===== config.mk =====
export PLATFORM = sky130hd
export DESIGN_NAME = absc_scan_cells
export DESIGN_NICKNAME = d
export VERILOG_FILES = /design/src/absc_pkg.sv /design/src/absc_sync.sv /design/src/absc_scan_cells.sv
export SDC_FILE = /design/constraint.sdc
export NUM_CORES = 1
export LEC_CHECK = 0
export BUFFER_PORTS_ARGS = -buffer_cell sky130_fd_sc_hd__buf_2
export CORE_ASPECT_RATIO = 0.8
export CORE_UTILIZATION = 40
export CTS_CLUSTER_DIAMETER = 30
export DETAILED_ROUTE_END_ITERATION = 8
export SYNTH_ARGS = -nofsm -noshare
export SYNTH_HDL_FRONTEND = slang
export SYNTH_SLANG_ARGS = --single-unit

===== constraint.sdc =====
create_clock -name clk -period 1.6 [get_ports clk]
set_input_delay 0.4 -clock clk [delete_from_list [all_inputs] [get_ports clk]]
set_output_delay 0.4 -clock clk [all_outputs]
set_load 0.005 [all_outputs]

===== src/absc_pkg.sv =====
package absc_pkg;

  // Chain length: comparator cells then converter cells
  localparam int ABSC_NUM_CELLS = 23;
  localparam int ABSC_DAC_W = 10;
  localparam int ABSC_DAC_MSB = 9;

  // Chain positions, cell 0 sits next to the serial input
  localparam int ABSC_POS_CMP_OFF = 0;
  localparam int ABSC_POS_CMP_RES = 1;
  localparam int ABSC_POS_CMP_MUX = 2;
  localparam int ABSC_POS_CMP_BG = 3;
  localparam int ABSC_POS_CONV_CMP = 4;
  localparam int ABSC_POS_GAIN_CLK = 5;
  localparam int ABSC_POS_PATH_EN = 6;
  localparam int ABSC_POS_BG_NEG = 7;
  localparam int ABSC_POS_CONV_PWR = 8;
  localparam int ABSC_POS_GAIN_PWR = 9;
  localparam int ABSC_POS_DAC_LO = 10;
  localparam int ABSC_POS_BYPASS = 20;
  localparam int ABSC_POS_GAIN10 = 21;
  localparam int ABSC_POS_GAIN20 = 22;

  // Update-stage reset values (recommended idle levels)
  localparam logic [ABSC_NUM_CELLS-1:0] ABSC_UPD_RESET = 23'h180001;
  localparam logic [ABSC_DAC_W-1:0] ABSC_DAC_IDLE = 10'h200;

  // Synchroniser depth for pins from the tester domain
  localparam int ABSC_SYNC_STAGES = 2;

  // Functional control bundle toward the analog front end
  typedef struct packed {
    logic comparatorOff;
    logic comparatorUsesConvMux;
    logic comparatorBandgapEn;
    logic gainStageClk;
    logic gainToComparatorPathEn;
    logic convBandgapNegEn;
    logic convPowerOn;
    logic gainStagePowerOn;
    logic [9:0] dacWord;
    logic lowChannelBypassEn;
    logic gainTenEn;
    logic gainTwentyEn;
  } absc_ctrl_s;

  // Control bundle at its idle levels, used while in reset
  localparam absc_ctrl_s ABSC_CTRL_RESET = '{comparatorOff: 1'b1,
    dacWord: ABSC_DAC_IDLE, lowChannelBypassEn: 1'b1, default: '0};

  // Observed outputs from the analog front end
  typedef struct packed {
    logic comparatorResult;
    logic convComparatorResult;
  } absc_obs_s;

  // Tester-side test port states, raw from pins
  typedef struct packed {
    logic testClk;
    logic testDataIn;
    logic captureDr;
    logic shiftDr;
    logic updateDr;
    logic extest;
  } absc_tap_s;

endpackage


===== src/absc_sync.sv =====
`timescale 1ns/100ps
// Two-flop synchroniser for a bundle of levels from another domain
module absc_sync #(
  parameter int WIDTH = 1
) (
  input wire logic clk,
  input wire logic nrst,
  input wire logic [WIDTH-1:0] async,
  output logic [WIDTH-1:0] synced
);

  logic [WIDTH-1:0] stage1;
  logic [WIDTH-1:0] next_stage1;
  logic [WIDTH-1:0] next_synced;

  // Next values: first stage only feeds the second
  always_comb begin
    next_stage1 = async;
    next_synced = stage1;
  end

  // Register both stages
  always_ff @(posedge clk or negedge nrst) begin
    if (!nrst) begin
      stage1 <= '0;
      synced <= '0;
    end else begin
      stage1 <= next_stage1;
      synced <= next_synced;
    end
  end

endmodule // absc_sync


===== src/absc_scan_cells.sv =====
`timescale 1ns/100ps
module absc_scan_cells
  import absc_pkg::*;
(
  input wire logic clk,
  input wire logic nrst,
  input absc_pkg::absc_tap_s tapPins,
  input absc_pkg::absc_ctrl_s funcCtrl,
  input absc_pkg::absc_obs_s analogObs,
  output absc_pkg::absc_ctrl_s analogCtrl,
  output absc_pkg::absc_obs_s logicObs,
  output logic testDataOut
);
  import absc_pkg::*;

  localparam int N = ABSC_NUM_CELLS;

  //////////////////////////////////////////////////////////////////////////
  // Pin synchronisers

  absc_tap_s tapSync;

  absc_sync #(
    .WIDTH($bits(absc_tap_s))
  ) u_sync (
    .clk(clk),
    .nrst(nrst),
    .async(tapPins),
    .synced(tapSync)
  );

  //////////////////////////////////////////////////////////////////////////
  // Test clock edge detection

  logic tckLast;
  logic next_tckLast;
  logic tckRise;
  logic tckFall;

  // Edges seen on the synchronised test clock
  always_comb begin
    next_tckLast = tapSync.testClk;
    tckRise = tapSync.testClk && !tckLast;
    tckFall = !tapSync.testClk && tckLast;
  end

  always_ff @(posedge clk or negedge nrst) begin
    if (!nrst) begin
      tckLast <= 1'b0;
    end else begin
      tckLast <= next_tckLast;
    end
  end

  //////////////////////////////////////////////////////////////////////////
  // Functional view packed into chain order

  // Pack the functional control bundle into a chain-ordered vector
  function automatic logic [N-1:0] pack_ctrl(input absc_ctrl_s c,
                                             input absc_obs_s o);
    logic [N-1:0] v;
    v = '0;
    v[ABSC_POS_CMP_OFF] = c.comparatorOff;
    v[ABSC_POS_CMP_RES] = o.comparatorResult;
    v[ABSC_POS_CMP_MUX] = c.comparatorUsesConvMux;
    v[ABSC_POS_CMP_BG] = c.comparatorBandgapEn;
    v[ABSC_POS_CONV_CMP] = o.convComparatorResult;
    v[ABSC_POS_GAIN_CLK] = c.gainStageClk;
    v[ABSC_POS_PATH_EN] = c.gainToComparatorPathEn;
    v[ABSC_POS_BG_NEG] = c.convBandgapNegEn;
    v[ABSC_POS_CONV_PWR] = c.convPowerOn;
    v[ABSC_POS_GAIN_PWR] = c.gainStagePowerOn;
    v[ABSC_POS_DAC_LO +: ABSC_DAC_W] = c.dacWord;
    v[ABSC_POS_BYPASS] = c.lowChannelBypassEn;
    v[ABSC_POS_GAIN10] = c.gainTenEn;
    v[ABSC_POS_GAIN20] = c.gainTwentyEn;
    return v;
  endfunction

  // Unpack a chain-ordered vector into the control bundle
  function automatic absc_ctrl_s unpack_ctrl(input logic [N-1:0] v);
    absc_ctrl_s c;
    c.comparatorOff = v[ABSC_POS_CMP_OFF];
    c.comparatorUsesConvMux = v[ABSC_POS_CMP_MUX];
    c.comparatorBandgapEn = v[ABSC_POS_CMP_BG];
    c.gainStageClk = v[ABSC_POS_GAIN_CLK];
    c.gainToComparatorPathEn = v[ABSC_POS_PATH_EN];
    c.convBandgapNegEn = v[ABSC_POS_BG_NEG];
    c.convPowerOn = v[ABSC_POS_CONV_PWR];
    c.gainStagePowerOn = v[ABSC_POS_GAIN_PWR];
    c.dacWord = v[ABSC_POS_DAC_LO +: ABSC_DAC_W];
    c.lowChannelBypassEn = v[ABSC_POS_BYPASS];
    c.gainTenEn = v[ABSC_POS_GAIN10];
    c.gainTwentyEn = v[ABSC_POS_GAIN20];
    return c;
  endfunction

  logic [N-1:0] funcVec;

  // Capture view: controls from logic, results from the analog side
  always_comb begin
    funcVec = pack_ctrl(funcCtrl, analogObs);
  end

  //////////////////////////////////////////////////////////////////////////
  // Shift stage, update stage and serial output

  logic [N-1:0] shiftReg;
  logic [N-1:0] next_shiftReg;
  logic [N-1:0] updReg;
  logic [N-1:0] next_updReg;
  logic next_testDataOut;

  // Capture and shift on rising test clock; update and output on falling
  always_comb begin
    next_shiftReg = shiftReg;
    next_updReg = updReg;
    next_testDataOut = testDataOut;
    if (tckRise) begin
      if (tapSync.captureDr) begin
        next_shiftReg = funcVec;
      end else if (tapSync.shiftDr) begin
        next_shiftReg = {shiftReg[N-2:0], tapSync.testDataIn};
      end
    end
    if (tckFall) begin
      next_testDataOut = shiftReg[N-1];
      if (tapSync.updateDr) begin
        next_updReg = shiftReg;
      end
    end
  end

  always_ff @(posedge clk or negedge nrst) begin
    if (!nrst) begin
      shiftReg <= '0;
      updReg <= ABSC_UPD_RESET;
      testDataOut <= 1'b0;
    end else begin
      shiftReg <= next_shiftReg;
      updReg <= next_updReg;
      testDataOut <= next_testDataOut;
    end
  end

  //////////////////////////////////////////////////////////////////////////
  // Output muxes: update stage wins only under external test

  absc_ctrl_s ctrlOut;
  absc_ctrl_s next_ctrlOut;
  absc_obs_s obsOut;
  absc_obs_s next_obsOut;

  // Scan-driven controls replace logic ones during external test
  always_comb begin
    if (tapSync.extest) begin
      next_ctrlOut = unpack_ctrl(updReg);
      next_obsOut.comparatorResult = updReg[ABSC_POS_CMP_RES];
      next_obsOut.convComparatorResult = updReg[ABSC_POS_CONV_CMP];
    end else begin
      next_ctrlOut = funcCtrl;
      next_obsOut = analogObs;
    end
  end

  always_ff @(posedge clk or negedge nrst) begin
    if (!nrst) begin
      ctrlOut <= ABSC_CTRL_RESET;
      obsOut <= '0;
    end else begin
      ctrlOut <= next_ctrlOut;
      obsOut <= next_obsOut;
    end
  end

  assign analogCtrl = ctrlOut;
  assign logicObs = obsOut;

endmodule // absc_scan_cells


### Yosys cells after proc, flatten, opt, wreduce, memory -nomap -nowiden

Cells that the tools add are included.
Widths: inputs -> output; s select.

| word-level totals | value |
|---|---|
| flip-flop bits (word level) | 83 |
| input bits | 31 |

| cells by class | value |
|---|---|
| muxes and demuxes | 4 |
| reduce and logical (&&, ||, !) cells | 7 |

Operators with widths:

| operator | count |
|---|---|
| $mux 23 | 2 |
| $mux 21 | 1 |
| $reduce_and 2->1 | 2 |
| $logic_and 1x1->1 | 2 |
| $logic_not 1->1 | 2 |
| $mux 2 | 1 |
| $reduce_bool 2->1 | 1 |

### Logic depth before layout (Yosys ltp)

Gate-level depths: netlist (run 1).

| depth | value |
|---|---|
| word-level depth | 3 |
| mapped depth | 4 |

### Modules after synthesis

A second synthesis (run 1) with hierarchy kept.

| unflattened totals | value |
|---|---|
| cells, all modules | 189 |
| area, all modules | 3353.2 µm² |

By module, submodules not included:

| module | instances | cells an instance | area each (µm²) | sequential area each (µm²) |
|---|---|---|---|---|
| absc_scan_cells | 1 | 177 | 3052.9 | 1784.2 |
| absc_sync | 1 | 12 | 300.3 | 300.3 |

### Worst setup path after synthesis (run 1)

OpenSTA, ideal clock, no wires.

| path | value |
|---|---|
| path kind | register -> register |
| start point | register u_sync.synced[3] |
| end point | register shiftReg[10] |
| arrival | 1222 ps |
| path slack | 253 ps |
| cell stages (with the launch flop) | 5 |
| path through | dfrtp_1 buf_6 o211ai_4 buf_6 mux2_2 |

| between the ends | value |
|---|---|
| longest elaborated chain between the ends | 2 |
| elaborated cells between the ends (all ways) | 3 |

Ends and longest elaborated chain:

| what | RTL line | source |
|---|---|---|
| from (decl) | absc_sync.sv:9 | `output logic [WIDTH-1:0] synced` |
| from (signal assigned) | absc_sync.sv:29 | `synced <= next_synced;` |
| $reduce_bool 2->1 (no source line) | n/a |  |
| $reduce_and 2->1 (no source line) | n/a |  |
| to (signal assigned) | absc_scan_cells.sv:140 | `shiftReg <= next_shiftReg;` |
| to (decl) | absc_scan_cells.sv:108 | `logic [N-1:0] shiftReg;` |

Parallel ways exist; a longest one is shown, timed or not.
A chain may end at the register's enable or synchronous reset.

### Worst setup path after layout (run 1)

| path | value |
|---|---|
| start point | register u_sync.synced[3] |
| end point | register shiftReg[1] |

Same word-level chain as after synthesis.

==> results.cfg, run 1 <==
[drt]
drt-total-wl_microns = 5603
drc = 0
via_per_inst = 4.631
vias = 1709
ant_nets = 0
routedWlPerCell_microns = 15.18
drt_first_pass_iters = 2
drtIter0Drc = 39

[setup_path]
cp_max_fo = 12
cp.arrival_ps = 1650
path_cells = buf_4 -> mux2_2 -> mux2_2
crit_top_cell = mux2_2
startpoint_type = flop
required_ps = 1830
crit_type = reg2reg
rr_worst_depth = 3
slowest_delay_ps = 410
endpoint_kind = flop
cpMaxStageDelayCell = dfrtp_1

[yosys]
ys_seq_area_share_pct = 62.16
yosys_warnings = 0
synth.net_count = 220
synthCells = 189
avgSynthCellArea_sq_um = 17.74
synth_area_leaders = dfrtp_1 (57%), mux2_2 (24%), mux2_4 (9.0%)
ys_ff_latch = 83
netlist_area_sq_mm = 0.003353
synth_top_area_cell = dfrtp_1
yosysUniqueCellTypes = 12
synth_top_area_share_pct = 57.46

[floorplanning]
die-area_sq_mm = 0.008756
io_pins = 55
core_sq_mm = 0.008019
initial_utilization_pct = 41.82
fp.dieW_microns = 104.4
die_h_microns = 83.90
rows = 29

[global_routing]
grt_antenna_before_repair = 0
grt_pass1_wl_microns = 9556
grt_max_degree = 40
grt.overflow.total = 0
grt.total_usage_pct = 14.28
grt_pass1_vias = 1913

[sta]
rsz0062_at_grt = false
clock.fmax_ghz = 0.7041
setup_ws_ps = 179.7
fin_crit_sh_pct = 88.77
finClkSkew_ps = 6.039
slew_viol_final = 0
final.min_clock_period_ps = 1420
setup_tns_ps = 0
finalSetupViolCount = 0
finalHoldViolCount = 0
worst_slew_pin_slew_ps = 354.3
slew-limit-headroom_pct = 76.38

[cts]
cts_buffers = 9
cts_tree = yes
clk_pin_slew_ps = 80
clock_latency_ps = 340
htree_levels = 3
clock_path_buffers = 2
cts_root_buf = clkbuf_8
cts_sinks = 83

[final_layout]
ff_latch_area_sq_mm = 0.002085
drive_gt1_share_pct = 68.58
multi_input_area_sq_mm = 0.001159
final_common_cell = dfrtp_1
layout_common_cells = dfrtp_1 (77), mux2_2 (72), buf_2 (53)
syn2layout_area_growth_pct = 18.51
final_cell_area_sq_mm = 0.003974
final_util_pct = 49.56
nFillCells = 709
finalNetCount = 287
diodes = 0

[status]
outcome = finished clean

[placed_design]
dpl_cell_area_sq_mm = 0.003755
dp_slack_ps = 183.2
io_buffer_count = 54
hpwl_microns = 3841
gp_congestion = 0.6745

[power_and_ir_drop]
vdd_drop_max_mv = 0.5791
p_leak_uw = 0.001844
power_density_mw_per_mm2 = 1458
power_uw = 5792

[worst_hold_path]
hold_path_depth = 1
min-delay-path-class = in2reg

[flow_run]
max_cap_viol_count = 0
[stage by stage]
stage	hold WS (ps)	cells
floorplan	104.4	189
global placement	332.0	352
detailed placement	334.7	352
CTS	139.5	369
global route	135.8	369
finish	156.2	369
[path summary, 6_finish.rpt]
path	start	end	slack (ps)
max in group asynchronous	nrst	shiftReg[17]$_DFFE_PN0P_	510
hold reg to reg	u_sync.next_synced[5]$_DFF_PN0_	u_sync.synced[5]$_DFF_PN0_	350
hold / removal	tapPins[4]	u_sync.next_synced[4]$_DFF_PN0_	160
setup reg to reg	u_sync.synced[3]$_DFF_PN0_	shiftReg[1]$_DFFE_PN0P_	180
setup / recovery	u_sync.synced[3]$_DFF_PN0_	shiftReg[1]$_DFFE_PN0P_	180
min in group asynchronous	nrst	analogCtrl[14]$_DFF_PN0_	500
[registers in the layout, summed over array words and instances, names as in the netlist]
name                flops
u_sync.next_synced      6
logicObs                2
analogCtrl             21
u_sync.synced           6
tckLast                 1
testDataOut             1
updReg                 23
shiftReg               23
[power by group]
part / total, uW / internal, uW / switching (uW)
sequential: 3070 / 2760 / 309
combinational: 1150 / 777 / 371
clock: 1580 / 875 / 702
total: 5790 / 4410 / 1380
[cells in the mapped netlist (all sizes together)]
cell type,instances
nand2,1
mux2,93
dfrtp,77
dfstp,6
nor2b,1
o211ai,1
buf,9
inv,1
[worst max-delay path, delay by kind of cell, from the launching register on]
kind,cells,cell delay [ps]
buf+inv,1,270
flops,1,410
mux,2,620
[final cells by class]
type	instances	area share [%]
repair buffers	65	9.635
clock inverters	5	1.952
clock buffers	11	3.306
flip-flops and latches	83	52.46
well taps	108	3.401
multi-input cells	96	29.16
inverters	1	0.09446
[routing by layer]
metal,GRT usage [%],up-vias,part of all wire (%)
li1,-,795,-
met1,18.34,871,47
met2,22.76,35,48
met3,4.294,8,3.4
met4,5.455,0,1.2
met5,0,-,0
[logic make-up after synthesis]
group,Yosys count,synth area share [%]
muxes,93,33.47
DFF,83,62.16
buffers and inverters,10,3.283
and+or+nand+nor,2,0.4479
AOI/OAI and AO/OA,1,0.6343
[repair_timing]
item / in CTS / in global routing
buffers inserted: 0 / 0
gates resized for setup: 0 / 0
endpoints found under the hold margin: 20 / 0
hold buffers: 1 / 0
endpoints found under the setup margin: 0 / 0
Power figures use the tool's default switching activity.
==> run 2: changes to the inputs <==
- CTS_BUF_LIST: unset -> sky130_fd_sc_hd__clkbuf_4
- clock period: 1.6 -> 1.2 ns (I/O delays scaled with it)
==> run 2 against run 1 <==
The run now ends with negative setup slack left. Via count rose by 3.8%. First-iteration DRC count is 13% lower. Hold slack got worse by 39 ps. Register-to-register slack lost 330 ps. Critical path type is now reg2out. Sequential power rose by 33%. Clock skew increased by 9.5 ps. Largest cell class unchanged.
==> results.cfg, run 2 (same netlist as run 1, synthesis figures left out) <==
[setup_path]
cpMaxStageDelayCell = dfstp_2
cp.arrival_ps = 1060
endpoint_kind = output port
cp_max_fo = 1
rr_worst_depth = 4
crit_family = flip-flops
crit_type = reg2out
startpoint_type = flop
cp_num_cells = 1
r2r_slack_ps = -150
slowest_delay_ps = 540
critical_path_buf_inv_count = 1
r2r-start = u_sync.synced[5]$_DFF_PN0_
required_ps = 900
reg2reg_to = shiftReg[7]$_DFFE_PN0P_
path_cells = buf_2

[placed_design]
hpwl_microns = 3695
io_buffer_count = 54
dpl_cell_area_sq_mm = 0.003866
dp_slack_ps = -208.5
gp_congestion = 0.6672

[drt]
vias = 1774
drtIter0Drc = 34
drt_first_pass_iters = 4
routedWlPerCell_microns = 14.95
ant_nets = 0
via_per_inst = 4.632
drt-total-wl_microns = 5727
drc = 0

[sta]
finClkSkew_ps = 15.58
final.min_clock_period_ps = 1356
slew-limit-headroom_pct = 78.18
clock.fmax_ghz = 0.7374
finalHoldViolCount = 0
slew_viol_final = 0
fin_crit_sh_pct = 113.0
setup_ws_ps = -156.1
rsz0062_at_grt = true
worst_slew_pin_slew_ps = 327.3
finalSetupViolCount = 65

[worst_hold_path]
hold_end = analogCtrl[8]$_DFF_PN0_
min-delay-path-class = in2reg
hold_path_depth = 2
hp-start = funcCtrl[8]

[cts]
clk_pin_slew_ps = 120
cts_sinks = 83
cts_buffers = 9
cts_root_buf = clkbuf_4
htree_levels = 3
clock_path_buffers = 2
clock_latency_ps = 430
cts_tree = yes

[power_and_ir_drop]
power_density_mw_per_mm2 = 1701
p_leak_uw = 0.002002
power.switching_uw = 1844
clkPwrFrac_pct = 18.6
vdd_drop_max_mv = 0.7155
internal_power_uw = 5308
switching_share_pct = 25.79
seq_power_share_pct = 57.2
combPwrFrac_pct = 24.2

[status]
failed_checks = negative setup slack
outcome = finished, violations left

[floorplanning]
die-area_sq_mm = 0.008756
rows = 29
fp.dieW_microns = 104.4
die_h_microns = 83.90
initial_utilization_pct = 41.82
io_pins = 55
core_sq_mm = 0.008019

[final_layout]
syn2layout_area_growth_pct = 25.41
nFillCells = 674
final_cell_area_sq_mm = 0.004205
layout_common_cells = dfrtp_1 (75), mux2_2 (57), buf_2 (53)
final_common_cell = dfrtp_1
diodes = 0
drive_gt1_share_pct = 69.09
finalNetCount = 301
final_util_pct = 52.44

[global_routing]
grt_max_degree = 24
grt_antenna_before_repair = 0
grt_pass1_vias = 1920
grt_pass1_wl_microns = 9680
grt.overflow.total = 0
grt.total_usage_pct = 14.75

[flow_run]
max_cap_viol_count = 0
[run 2: cell types whose count changed in the layout (fill, tap and decap cells not counted), sizes merged]
cell         previous run  this run
dlygate4sd3             1         7
clkinv                  2         4
bufinv                  2         0
clkinvlp                1         2
clkbuf                 11        10
buf                    64        72
[run 2: layout make-up]
cell class	instances	area, sq um	share of cell area, %
clock buffers	10	75.07	1.785
clock inverters	6	32.53	0.7736
inverters	1	3.754	0.08926
multi-input cells	96	1229	29.22
flip-flops and latches	83	2087	49.63
well taps	108	135.1	3.213
repair buffers	79	643.1	15.29
[run 2: timing repair]
item                       in CTS  in global routing
buffers inserted                2                  5
resized for setup               9                 13
hold endpoints to repair       24                  0
setup endpoints to repair      67                 71
gates cloned                    2                  0
pin swaps                       0                  1
hold buffers                    7                  0
[run 2: how the worst max path moves through the flow]
stage	from	to	slack, ps
after CTS	analogCtrl[20]$_DFF_PN1_	analogCtrl[20]	-200
after floorplan	u_sync.synced[3]$_DFF_PN0_	shiftReg[10]$_DFFE_PN0P_	-120
after global routing	analogCtrl[20]$_DFF_PN1_	analogCtrl[20]	-230
after global placement	u_sync.synced[3]$_DFF_PN0_	shiftReg[1]$_DFFE_PN0P_	-180
final	analogCtrl[20]$_DFF_PN1_	analogCtrl[20]	-160
after detailed placement	u_sync.synced[3]$_DFF_PN0_	shiftReg[22]$_DFFE_PN0P_	-210
[run 2: power groups by stage]
stage / clock (uW) / sequential, uW / combinational, uW
floorplan: 0 / 4050 / 1070
global placement: 0 / 4120 / 1560
detailed placement: 0 / 4130 / 1590
CTS: 1400 / 4080 / 1660
global route: 1510 / 4190 / 1880
finish: 1330 / 4090 / 1730
[run 2: per-layer routing]
metal	track usage (%)	wire (microns)
met1	19.54	2813
met2	22.64	2634
met3	5.230	200
met4	4.675	80
met5	0	0
[run 2: metrics by stage]
stage	hold WS [ps]	TNS (ps)	cells	total power [uW]
finish	117.6	-5209	383	7152
global route	80.71	-8870	383	7581
CTS	90.79	-5770	381	7146
global placement	223.8	-3873	354	5677
floorplan	4.409	-2485	189	5125
detailed placement	219.9	-4381	354	5726
==> run 3: changes to the inputs <==
- clock period: 1.2 -> 1.7 ns (I/O delays scaled with it)
==> run 3 against run 2 <==
Highest routed layer unchanged. Global-route usage decreased by 1.1 points. Combinational power shrank 38%. Largest cell class unchanged. Via count is 4.1% lower. Clock skew increased by 7.8 ps. Total power is 29% lower. Sequential power decreased by 30%. The flow now finishes without violations. Wire length shrank 4.7%. Critical endpoint is now shiftReg[0]$_DFFE_PN0P_. Critical path type is now reg2reg. Setup slack improved by 340 ps. Non-clock buffer count shrank 14.
==> results.cfg, run 3 (same netlist as run 1, synthesis figures left out) <==
[final_layout]
final_cell_area_sq_mm = 0.003911
finalNetCount = 287
syn2layout_area_growth_pct = 16.64
layout_common_cells = dfrtp_1 (77), mux2_2 (72), buf_2 (53)
diodes = 0
final_common_cell = dfrtp_1
drive_gt1_share_pct = 68.97
instances_no_fill = 369

[sta]
finalSetupViolCount = 0
fin_crit_sh_pct = 89.24
final.min_clock_period_ps = 1517
worst_slew_pin_slew_ps = 422.7
slew_viol_final = 0
finClkSkew_ps = 23.42
slew-limit-headroom_pct = 71.82
rsz0062_at_grt = false
setup_tns_ps = 0
finalHoldViolCount = 0
clock.fmax_ghz = 0.6592
setup_ws_ps = 182.9

[setup_path]
cpMaxStageDelayCell = dfrtp_1
path_cells = buf_12 -> mux2_2 -> mux2_2
startpoint_type = flop
crit_type = reg2reg
cp.arrival_ps = 1820
r2r_slack_ps = 180
critical_path_buf_inv_count = 1
crit_top_cell = mux2_2
cp_max_fo = 14
slowest_delay_ps = 580
crit_family = multiplexers
required_ps = 2010
endpoint_kind = flop

[placed_design]
dp_slack_ps = 201.8
io_buffer_count = 54
hpwl_microns = 3650
dpl_cell_area_sq_mm = 0.003767
gp_congestion = 0.6854
dpl.cell_count = 352

[drt]
drt_first_pass_iters = 2
routedWlPerCell_microns = 14.78
vias = 1701
ant_nets = 0
drt-total-wl_microns = 5455
drc = 0
drtIter0Drc = 44
via_per_inst = 4.610

[floorplanning]
die_h_microns = 83.90
core_sq_mm = 0.008019
initial_utilization_pct = 41.82
io_pins = 55
fp.dieW_microns = 104.4
rows = 29
die-area_sq_mm = 0.008756

[cts]
clock_latency_ps = 420
cts_root_buf = clkbuf_4
cts_tree = yes
clock_path_buffers = 2
htree_levels = 3
clk_pin_slew_ps = 130
cts_buffers = 9
cts_sinks = 83

[power_and_ir_drop]
vdd_drop_max_mv = 0.6583
p_leak_uw = 0.001825
power_density_mw_per_mm2 = 1293

[global_routing]
grt_antenna_before_repair = 0
grt_use_met2_pct = 20.77
grt_pass1_wl_microns = 9080
grt_pass1_vias = 1829
grt.total_usage_pct = 13.66
grt.met1_usage_pct = 17.75
grt.met3_usage_pct = 4.450
grt_max_degree = 33
top_usage_layer = met2
grt.overflow.total = 0

[flow_run]
max_cap_viol_count = 0

[status]
outcome = finished clean

[worst_hold_path]
min-delay-path-class = in2reg
==> run 3: final cells by class <==
class / instances / area (sq um)
multi-input cells: 96 / 1159
fillers: 733 / 4108
clock buffers: 12 / 90.09
well taps: 108 / 135.1
repair buffers: 65 / 395.4
inverters: 1 / 3.754
flip-flops and latches: 83 / 2085
clock inverters: 4 / 43.79
==> run 3: worst paths after layout <==
path,depth (start not counted),to,from
worst max register to register,3,shiftReg[0]$_DFFE_PN0P_,u_sync.synced[3]$_DFF_PN0_
worst min-delay path,1,u_sync.next_synced[0]$_DFF_PN0_,tapPins[0]
max in group asynchronous,3,analogCtrl[20]$_DFF_PN1_,nrst
worst min register to register,0,u_sync.synced[1]$_DFF_PN0_,u_sync.next_synced[1]$_DFF_PN0_
worst max-delay path,3,shiftReg[0]$_DFFE_PN0P_,u_sync.synced[3]$_DFF_PN0_
min in group asynchronous,2,analogCtrl[14]$_DFF_PN0_,nrst
==> run 3: routing by layer <==
| metal | up-vias | part of all wire (%) |
|---|---|---|
| li1 | 804 | - |
| met1 | 854 | 48 |
| met2 | 34 | 46 |
| met3 | 9 | 4.2 |
| met4 | 0 | 1.9 |
| met5 | - | 0 |
==> run 3: power breakdown <==
group | internal [uW] | switching [uW]
registers | 2590 | 283
logic | 733 | 341
clock network | 491 | 620
==> run 3: metrics by stage <==
step | power, uW | util [%] | hold WS, ps
floorplan | 3607 | - | 129.4
global placement | 3976 | 46.98 | 332.7
detailed placement | 4005 | 46.98 | 334.7
CTS | 5141 | 48.78 | 54.06
global route | 5357 | 48.78 | 48.21
finish | 5058 | 48.78 | 92.28
==> run 3: timing repair <==
item,CTS,global route
gates resized for setup,0,0
hold buffers,1,0
setup buffers,0,0
setup endpoints to repair,0,0
hold endpoints to repair,23,0
